--- config.mk ---
export PLATFORM = sky130hd
export DESIGN_NAME = windowed_watchdog
export DESIGN_NICKNAME = d
export VERILOG_FILES = /design/src/wdt_pkg.sv /design/src/windowed_watchdog.sv
export SDC_FILE = /design/constraint.sdc
export NUM_CORES = 1
export LEC_CHECK = 0
export BUFFER_PORTS_ARGS = -buffer_cell sky130_fd_sc_hd__clkbuf_2
export CELL_PAD_IN_SITES_DETAIL_PLACEMENT = 1
export CELL_PAD_IN_SITES_GLOBAL_PLACEMENT = 2
export CORE_MARGIN = 5
export CORE_UTILIZATION = 35
export DETAILED_ROUTE_END_ITERATION = 8
export PLACE_DENSITY_LB_ADDON = 0.25
export SLEW_MARGIN = 15
export SYNTH_ARGS = -nofsm -noshare
export SYNTH_HDL_FRONTEND = slang
export SYNTH_SLANG_ARGS = --single-unit
export TNS_END_PERCENT = 20
--- constraint.sdc ---
create_clock -name sys_clk_i -period 14.7 [get_ports sys_clk_i]
set_input_delay 2.94 -clock sys_clk_i [delete_from_list [all_inputs] [get_ports sys_clk_i]]
set_output_delay 2.94 -clock sys_clk_i [all_outputs]
set_load 0.05 [all_outputs]
--- src/wdt_pkg.sv ---
// Purpose: shared constants for the windowed watchdog
// Assumes: 16-bit option word, Avalon-MM byte addresses
// Notes: option word and control register share one field layout
`default_nettype none
package wdt_pkg;
  localparam int OPT_W = 16;
  localparam int CNT_W = 11;
  localparam int ADDR_W = 4;

  // register byte addresses
  localparam logic [3:0] CTRL_OFS = 4'h0;
  localparam logic [3:0] REFRESH_OFS = 4'h4;
  localparam logic [3:0] STATUS_OFS = 4'h8;
  localparam logic [3:0] COUNT_OFS = 4'hc;

  // option word / control register fields
  localparam int OPT_AUTO_BIT = 0;
  localparam int OPT_TMO_LSB = 1;
  localparam int OPT_DIV_LSB = 3;
  localparam int OPT_WEND_LSB = 6;
  localparam int OPT_WSTA_LSB = 9;
  localparam int OPT_NMI_BIT = 12;
  localparam int OPT_LPSTOP_BIT = 13;
  localparam logic [15:0] CTRL_RESET = 16'h0000;

  // status register fields
  localparam int ST_UNDF_BIT = 0;
  localparam int ST_REFERR_BIT = 1;
  localparam int ST_MODEERR_BIT = 2;
  localparam int ST_RUN_BIT = 3;

  // timeout lengths in prescaled cycles, minus one
  localparam logic [10:0] TMO0_M1 = 11'h07f;
  localparam logic [10:0] TMO1_M1 = 11'h1ff;
  localparam logic [10:0] TMO2_M1 = 11'h3ff;
  localparam logic [10:0] TMO3_M1 = 11'h7ff;

  // prescale ratios minus one
  localparam logic [7:0] DIV1_M1 = 8'h00;
  localparam logic [7:0] DIV16_M1 = 8'h0f;
  localparam logic [7:0] DIV32_M1 = 8'h1f;
  localparam logic [7:0] DIV64_M1 = 8'h3f;
  localparam logic [7:0] DIV128_M1 = 8'h7f;
  localparam logic [7:0] DIV256_M1 = 8'hff;

  typedef enum logic {WD_IDLE = 1'b0, WD_COUNT = 1'b1} wd_state_t;
endpackage
`default_nettype wire

--- src/windowed_watchdog.sv ---
// Purpose: windowed watchdog with prescaler, refresh window and fault fan-out
// Assumes: dedicated watchdog clock sampled as a synchronous level
// Notes: settings latched from the option word during reset
//
// Our own choices: the address map and the Avalon-MM register port.
`timescale 1ns/1ns
`default_nettype none

// Contract
// - underflow or bad refresh fires the response
// - in-window refresh reloads and restarts counter
// - auto-start mode counts right after reset
// - timeout 128, 512, 1024 or 2048 cycles
// - prescale 1, 16, 32, 64, 128, 256
// - window end 0-100 percent, 0 unlimited
// - window start 0-100 percent, 100 unlimited
// - only the selected reset or interrupt fires
// - optional halt during low-power modes
// - interrupt mode also triggers transfer controllers
// - fault event goes to event link
// - debugger halt freezes counter, no faults
// - register-start mode; mismatched start is error
// - watchdog clock fixed, not software changeable
module windowed_watchdog (
  input wire logic sys_clk_i,
  input wire logic srst_i,
  input wire logic [wdt_pkg::ADDR_W-1:0] avs_address_i,
  input wire logic avs_read_i,
  input wire logic avs_write_i,
  input wire logic [31:0] avs_writedata_i,
  output logic [31:0] avs_readdata_o,
  output logic avs_waitrequest_o,
  input wire logic [wdt_pkg::OPT_W-1:0] option_setting_word_i,
  input wire logic dedicated_watchdog_clock_i,
  input wire logic low_power_i,
  input wire logic debug_halt_i,
  output logic wdt_reset_o,
  output logic wdt_nmi_o,
  output logic dtc_activation_o,
  output logic elc_event_o
);
  import wdt_pkg::*;

  logic [OPT_W-1:0] opt_reg;
  logic [OPT_W-1:0] ctrl_reg;
  logic [OPT_W-1:0] cfg;
  logic auto_mode;
  wd_state_t state_reg;
  logic start_req_reg;
  logic ack_reg;
  logic req;
  logic wr_en;
  logic clk_prev_reg;
  logic wclk_edge;
  logic [7:0] presc_cnt_reg;
  logic [7:0] div_m1;
  logic [2:0] div_sel;
  logic [10:0] top_m1;
  logic [CNT_W-1:0] cnt_reg;
  logic [11:0] quarter;
  logic [11:0] end_lim;
  logic [11:0] start_lim;
  logic count_en;
  logic tick;
  logic underflow;
  logic refresh_wr;
  logic in_window;
  logic good_refresh;
  logic bad_refresh;
  logic fault;
  logic nmi_mode;
  logic start_wr;
  logic undf_flag_reg;
  logic referr_flag_reg;
  logic modeerr_flag_reg;
  logic [31:0] status_word;

  // settings caught while reset is held
  always_ff @(posedge sys_clk_i) begin
    if (srst_i) begin
      opt_reg <= option_setting_word_i;
    end
  end

  assign auto_mode = opt_reg[OPT_AUTO_BIT];
  assign cfg = auto_mode ? opt_reg : ctrl_reg;
  assign nmi_mode = cfg[OPT_NMI_BIT];

  // bus slave: one wait state, writes land on the released edge
  assign req = avs_read_i | avs_write_i;
  assign avs_waitrequest_o = req & ~ack_reg;
  assign wr_en = avs_write_i & ack_reg;

  always_ff @(posedge sys_clk_i) begin
    if (srst_i) begin
      ack_reg <= 1'b0;
    end else begin
      ack_reg <= req & ~ack_reg;
    end
  end

  assign status_word = {28'h0000000, state_reg == WD_COUNT, modeerr_flag_reg,
                        referr_flag_reg, undf_flag_reg};

  always_ff @(posedge sys_clk_i) begin
    if (srst_i) begin
      avs_readdata_o <= 32'h00000000;
    end else if (avs_read_i && !ack_reg) begin
      if (avs_address_i == CTRL_OFS) begin
        avs_readdata_o <= {16'h0000, cfg};
      end else if (avs_address_i == STATUS_OFS) begin
        avs_readdata_o <= status_word;
      end else if (avs_address_i == COUNT_OFS) begin
        avs_readdata_o <= {21'h000000, cnt_reg};
      end else begin
        avs_readdata_o <= 32'h00000000;
      end
    end
  end

  // control register: config is frozen once counting
  assign start_wr = wr_en && avs_address_i == CTRL_OFS && avs_writedata_i[OPT_AUTO_BIT];

  always_ff @(posedge sys_clk_i) begin
    if (srst_i) begin
      ctrl_reg <= CTRL_RESET;
      start_req_reg <= 1'b0;
    end else begin
      start_req_reg <= 1'b0;
      if (wr_en && avs_address_i == CTRL_OFS && !auto_mode && state_reg == WD_IDLE) begin
        ctrl_reg <= avs_writedata_i[OPT_W-1:0];
        start_req_reg <= avs_writedata_i[OPT_AUTO_BIT];
      end
    end
  end

  always_ff @(posedge sys_clk_i) begin
    if (srst_i) begin
      state_reg <= WD_IDLE;
    end else begin
      case (state_reg)
        WD_IDLE: begin
          if (auto_mode || start_req_reg) begin
            state_reg <= WD_COUNT;
          end
        end
        default: begin
          state_reg <= WD_COUNT;
        end
      endcase
    end
  end

  // timeout and ratio decode
  always_comb begin
    case (cfg[OPT_TMO_LSB +: 2])
      2'h0: top_m1 = TMO0_M1;
      2'h1: top_m1 = TMO1_M1;
      2'h2: top_m1 = TMO2_M1;
      default: top_m1 = TMO3_M1;
    endcase
  end

  assign div_sel = cfg[OPT_DIV_LSB +: 3];

  always_comb begin
    case (div_sel)
      3'h0: div_m1 = DIV1_M1;
      3'h1: div_m1 = DIV16_M1;
      3'h2: div_m1 = DIV32_M1;
      3'h3: div_m1 = DIV64_M1;
      3'h4: div_m1 = DIV128_M1;
      default: div_m1 = DIV256_M1;
    endcase
  end

  // watchdog clock has no software control, only its own pin
  always_ff @(posedge sys_clk_i) begin
    if (srst_i) begin
      clk_prev_reg <= 1'b0;
    end else begin
      clk_prev_reg <= dedicated_watchdog_clock_i;
    end
  end

  assign wclk_edge = dedicated_watchdog_clock_i & ~clk_prev_reg;
  assign count_en = state_reg == WD_COUNT && !debug_halt_i &&
                    !(cfg[OPT_LPSTOP_BIT] && low_power_i);
  assign tick = wclk_edge && count_en && presc_cnt_reg == div_m1;

  always_ff @(posedge sys_clk_i) begin
    if (srst_i || state_reg == WD_IDLE) begin
      presc_cnt_reg <= 8'h00;
    end else if (wclk_edge && count_en) begin
      presc_cnt_reg <= tick ? 8'h00 : presc_cnt_reg + 8'h01;
    end
  end

  // window limits measured on the remaining count
  assign quarter = {1'b0, top_m1} + 12'h001;
  assign end_lim = 12'((quarter >> 2) * cfg[OPT_WEND_LSB +: 3]);
  assign start_lim = 12'((quarter >> 2) * cfg[OPT_WSTA_LSB +: 3]);
  assign in_window = {1'b0, cnt_reg} < start_lim && {1'b0, cnt_reg} >= end_lim;

  assign refresh_wr = wr_en && avs_address_i == REFRESH_OFS && state_reg == WD_COUNT;
  assign good_refresh = refresh_wr && in_window;
  assign bad_refresh = refresh_wr && !in_window && !debug_halt_i;
  assign underflow = tick && cnt_reg == 11'h000;
  assign fault = underflow | bad_refresh;

  always_ff @(posedge sys_clk_i) begin
    if (srst_i) begin
      cnt_reg <= TMO3_M1;
    end else if (state_reg == WD_IDLE || good_refresh || underflow) begin
      cnt_reg <= top_m1;
    end else if (tick) begin
      cnt_reg <= cnt_reg - 11'h001;
    end
  end

  // response outputs: one-cycle pulses
  always_ff @(posedge sys_clk_i) begin
    if (srst_i) begin
      wdt_reset_o <= 1'b0;
      wdt_nmi_o <= 1'b0;
      dtc_activation_o <= 1'b0;
      elc_event_o <= 1'b0;
    end else begin
      wdt_reset_o <= fault && !nmi_mode;
      wdt_nmi_o <= fault && nmi_mode;
      dtc_activation_o <= fault && nmi_mode;
      elc_event_o <= fault;
    end
  end

  // sticky flags, write one to clear; a new event beats the clear
  always_ff @(posedge sys_clk_i) begin
    if (srst_i) begin
      undf_flag_reg <= 1'b0;
      referr_flag_reg <= 1'b0;
      modeerr_flag_reg <= 1'b0;
    end else begin
      if (wr_en && avs_address_i == STATUS_OFS) begin
        undf_flag_reg <= (undf_flag_reg & ~avs_writedata_i[ST_UNDF_BIT]) | underflow;
        referr_flag_reg <= (referr_flag_reg & ~avs_writedata_i[ST_REFERR_BIT]) | bad_refresh;
        modeerr_flag_reg <= modeerr_flag_reg & ~avs_writedata_i[ST_MODEERR_BIT];
      end else begin
        undf_flag_reg <= undf_flag_reg | underflow;
        referr_flag_reg <= referr_flag_reg | bad_refresh;
        modeerr_flag_reg <= modeerr_flag_reg | (start_wr && auto_mode);
      end
    end
  end

  // checks
  property p_fault_resp;
    @(posedge sys_clk_i) disable iff (srst_i)
    underflow && !nmi_mode |=> wdt_reset_o && !wdt_nmi_o;
  endproperty
  a_fault_resp: assert property (p_fault_resp) else $error("underflow gave no reset");

  property p_reload;
    @(posedge sys_clk_i) disable iff (srst_i)
    good_refresh |=> cnt_reg == $past(top_m1) && !wdt_reset_o && !wdt_nmi_o;
  endproperty
  a_reload: assert property (p_reload) else $error("refresh did not reload");

  property p_autostart;
    @(posedge sys_clk_i)
    $fell(srst_i) && opt_reg[OPT_AUTO_BIT] |=> state_reg == WD_COUNT;
  endproperty
  a_autostart: assert property (p_autostart) else $error("auto start missed");

  property p_timeout;
    @(posedge sys_clk_i) disable iff (srst_i)
    state_reg == WD_IDLE && auto_mode && opt_reg[OPT_TMO_LSB +: 2] == 2'h0 |=> cnt_reg == 11'h07f;
  endproperty
  a_timeout: assert property (p_timeout) else $error("wrong timeout load");

  property p_presc;
    @(posedge sys_clk_i) disable iff (srst_i)
    tick && div_sel != 3'h0 |=> !tick [*8];
  endproperty
  a_presc: assert property (p_presc) else $error("prescaler too fast");

  property p_win_end;
    @(posedge sys_clk_i) disable iff (srst_i)
    refresh_wr && !debug_halt_i && {1'b0, cnt_reg} < end_lim |=> wdt_reset_o || wdt_nmi_o;
  endproperty
  a_win_end: assert property (p_win_end) else $error("late refresh accepted");

  property p_win_start;
    @(posedge sys_clk_i) disable iff (srst_i)
    refresh_wr && !debug_halt_i && {1'b0, cnt_reg} >= start_lim |=> wdt_reset_o || wdt_nmi_o;
  endproperty
  a_win_start: assert property (p_win_start) else $error("early refresh accepted");

  property p_lpstop;
    @(posedge sys_clk_i) disable iff (srst_i)
    state_reg == WD_COUNT && low_power_i && cfg[OPT_LPSTOP_BIT] && !refresh_wr |=> $stable(cnt_reg);
  endproperty
  a_lpstop: assert property (p_lpstop) else $error("counted in low power");

  property p_dtc;
    @(posedge sys_clk_i) disable iff (srst_i)
    dtc_activation_o |-> wdt_nmi_o && !wdt_reset_o && elc_event_o;
  endproperty
  a_dtc: assert property (p_dtc) else $error("transfer trigger without nmi");

  property p_elc;
    @(posedge sys_clk_i) disable iff (srst_i)
    fault |=> elc_event_o ##1 !elc_event_o || $past(fault);
  endproperty
  a_elc: assert property (p_elc) else $error("event link missed fault");

  property p_debug;
    @(posedge sys_clk_i) disable iff (srst_i)
    debug_halt_i && !refresh_wr && state_reg == WD_COUNT |=> $stable(cnt_reg) && !wdt_reset_o && !wdt_nmi_o;
  endproperty
  a_debug: assert property (p_debug) else $error("active under debug");

  property p_modeerr;
    @(posedge sys_clk_i) disable iff (srst_i)
    start_wr && auto_mode |=> modeerr_flag_reg;
  endproperty
  a_modeerr: assert property (p_modeerr) else $error("mode error not flagged");

  c_underflow: cover property (@(posedge sys_clk_i) disable iff (srst_i) underflow);
  c_good_refresh: cover property (@(posedge sys_clk_i) disable iff (srst_i) good_refresh);
  c_bad_refresh: cover property (@(posedge sys_clk_i) disable iff (srst_i) bad_refresh);
  c_nmi: cover property (@(posedge sys_clk_i) disable iff (srst_i) wdt_nmi_o);
endmodule

`default_nettype wire

==> reports/results.tsv <==
stage	metric	value	unit
pwr	leakage power	0.00209	µW
drt	DRC Markers	0	
min_path	Hold Crit Depth	2	
clock_network	CTS tree	yes	
finish	Syn-to-layout area delta	16.3	%
pwr	Final Power	541	µW
drt	total number of vias	3537	
grt	met3 Use GR	0.0426	
min_path	hold worst-path end	state_reg	
setup_path	critical-path maximum fanout	2	
logic_synthesis	EDFF count, synth	16	
logic_synthesis	mapped cell area	4270	µm²
logic_synthesis	Yosys top cell area share	0.286	
logic_synthesis	top cells by area, synth	dfxtp_1 (29%), edfxtp_1 (11%), ha_1 (7.6%)	
setup_path	R2R Path End	cnt_reg[10]	
job	max_cap viols	0	
pwr	pwr/cell area	109	nW/µm²
die	chip height	120	µm
min_path	worst min-delay path class	reg2reg	
drt	number of routed nets with antenna violations	0	
clock_network	setup bufs post-CTS	0	
grt	met1 Usage GRT	0.221	
die	Die W	120	µm
grt	M2 GR Usage	0.259	
logic_synthesis	Avg Cell Area, Syn	8.98	µm²
setup_path	Worst path slowest cell	clkbuf_2	
outcome	outcome	finished, final reports clean	
setup_path	Req. time, crit path	11.76	ns
setup_path	FF-to-FF setup slack	10.15	ns
timing	fmax	0.156	GHz
setup_path	CP arrival	3.45	ns
finish	layout cell share with drive strength beyond 1	0.194	
finish	Final nets	620	
die	initial core utilization	0.356	
setup_path	CP max stage delay	0.23	ns
clock_network	clock-pin slew on the worst setup and hold paths	0.07	ns
grt	Congestion Overflow GR	0	
logic_synthesis	Synth warnings	0	
die	Top Ports	96	
place	GPL Wtd Cong	0.822	
clock_network	Hold-fix buffers, CTS	0	
die	CORE AREA	12000	µm²
timing	minimum clock period	6.39	ns
timing	RSZ-0062 raised after global routing	false	
drt	Via density	5.18	
clock_network	Clock Tree Root	clkbuf_16	
setup_path	Setup CP Type	in2out	
finish	Final Util	0.414	
logic_synthesis	Synth Register Bits	77	
place	DP HPWL	8500	µm
setup_path	worst flop-to-flop path startpoint	opt_reg[0]	
logic_synthesis	most common flop cell mapped by yosys	dfxtp_1	
drt	Wirelength per Cell	16.7	µm
grt	first-pass GRT wire length	18800	µm
timing	Worst Tran Pin Value	0.896	ns
clock_network	Clock Sinks	77	
grt	vias in the first global route	3650	
clock_network	Bufs on Longest Clock Path	2	
timing	worst rel slew slack	0.398	
timing	Slew Viols, Final	0	
grt	antenna violations before repair	0	
die	Die ar.	14500	µm²
clock_network	post-CTS sizing	0	
timing	Finish-stage setup viols	0	
clock_network	CTS H-tree lvls	3	
logic_synthesis	Post-Synthesis Cells	476	
logic_synthesis	Post-synth ARST share	0	
logic_synthesis	Seq/Total Area, Yosys	0.398	
grt	GRT Total Usage	0.164	
logic_synthesis	Yosys cell types	58	
grt	grt peak-use layer	met2	
timing	Fin. Hold Viols	0	
finish	# diodes	0	
drt	Starting DRT DRC Count	167	
place	# port buffers	63	
min_path	hold_sp	start_req_reg	
finish	fillers	1431	
setup_path	worst reg2reg path depth	15	
timing	Setup TNS	0	ns
setup_path	CP Capture Type	output pin	
clock_network	clock latency at the later pin of the worst-skew pair	0.35	ns
timing	crit share post-route	0.435	
timing	clk_skew	0.0135	ns
setup_path	cell chain of the critical path	clkbuf_2, nor2_1, nor2_1, clkbuf_2	
clock_network	CTS Buf Count	9	
drt	first-pass iteration count of the detailed router	4	
drt	Post-Route WL	11400	µm
pwr	worst vdd ir	50.6	µV
grt	largest net degree at the start of global routing	59	
logic_synthesis	Synth area leader	dfxtp_1	
setup_path	Critical Path Source Type	primary input	
die	# rows	40	
[logic make-up after synthesis]
family          Yosys count  share of synthesized area
compound gates           92                      0.141
fa+ha+maj                30                     0.0949
other cells               1                   0.000878
flops                    77                      0.398
mux                      20                     0.0507
simple gates            181                      0.205
xor+xnor                 15                     0.0372
buf+inv                  60                     0.0714
[critical path, delay by kind of cell]
family | cells | cell delay, ns
simple gates | 2 | 0.19
buf+inv | 2 | 0.32
[per-stage QoR]
step	hold WS, ns	cells	setup WS, ns	cell area (µm²)
4_1_cts	0.445	683	8.30	4970
2_1_floorplan	0.415	491	8.14	4330
3_3_place_gp	0.418	667	8.32	4650
5_1_grt	0.473	683	8.24	4970
3_5_place_dp	0.432	667	8.30	4650
6_report	0.439	683	8.31	4970
[metal layers]
layer | up-vias | wire, µm
li1 | 1762 | -
met1 | 1677 | 5460
met2 | 88 | 5090
met3 | 10 | 709
met4 | 0 | 149
met5 | - | 0
[placed cells by master, fill, tap and decap left out, drive strengths merged, types with 3 or more instances in the layout]
| cell | netlist | routed |
|---|---|---|
| clkbuf | 17 | 72 |
| dfxtp | 61 | 61 |
| nand2 | 58 | 58 |
| nor2 | 54 | 54 |
| a21oi | 42 | 42 |
| ha | 26 | 26 |
| inv | 21 | 23 |
| conb | 1 | 16 |
| edfxtp | 16 | 16 |
| nor3 | 15 | 15 |
| o21ai | 11 | 11 |
| mux2i | 10 | 10 |
| mux2 | 10 | 10 |
| xor2 | 8 | 8 |
| nand4 | 8 | 8 |
| nor4 | 7 | 7 |
| a21o | 6 | 6 |
| a31oi | 6 | 6 |
| a222oi | 6 | 6 |
| nor2b | 5 | 5 |
| xnor2 | 5 | 5 |
| buf | 22 | 5 |
| nand2b | 4 | 4 |
| nand3 | 4 | 4 |
| and4 | 4 | 4 |
| fa | 4 | 4 |
| or2 | 3 | 3 |
| and2 | 3 | 3 |
| or3 | 3 | 3 |
| and3 | 3 | 3 |
| o21a | 3 | 3 |
| clkinv | 0 | 3 |
[area by class of cell]
cell class                      count  area, µm²  area share
Tap cell                          147        184      0.0370
Inverter                           21       78.8      0.0159
Clock buffer                        9        225      0.0453
Timing Repair Buffer               68        353      0.0710
Sequential cell                    77       1700       0.343
Clock inverter                      7       96.3      0.0194
Multi-Input combinational cell    354       2330       0.469
[cells in the mapped netlist, types with 3 or more instances]
cell type  count
dfxtp_1       61
xor2_1         8
ha_1          26
or3_1          3
fa_1           4
o21ai_0       11
mux2_2         9
nor2_1        54
xnor2_1        5
mux2i_1       10
or2_2          3
a21oi_1       42
and2_1         3
nand2b_1       4
inv_1         21
a21o_1         6
a222oi_1       6
a31oi_1        6
nand2_1       58
nor3_1        15
and3_1         3
buf_4         17
clkbuf_1      17
nand3_1        4
nor2b_1        5
edfxtp_1      16
o21a_1         3
nor4_1         7
nand4_1        7
and4_1         4
[where the power goes]
| group | leakage (µW) | total, µW | switching (µW) | internal, µW |
|---|---|---|---|---|
| sequential | 0.000651 | 226 | 4.37 | 222 |
| combinational | 0.00128 | 69.4 | 46.3 | 23.2 |
| clock | 0.000160 | 245 | 95.1 | 150 |
| total | 0.00209 | 541 | 146 | 395 |
[how the worst max path moves through the flow]
stage                      from                end  slack, ns  cells after the start
detailed placement  avs_write_i  avs_waitrequest_o       8.30                      4
CTS                 avs_write_i  avs_waitrequest_o       8.30                      4
global placement    avs_write_i  avs_waitrequest_o       8.32                      4
finish              avs_write_i  avs_waitrequest_o       8.31                      4
floorplan           avs_write_i  avs_waitrequest_o       8.14                      2
global route        avs_write_i  avs_waitrequest_o       8.24                      4
No activity file was read; power rests on OpenSTA's default activity.
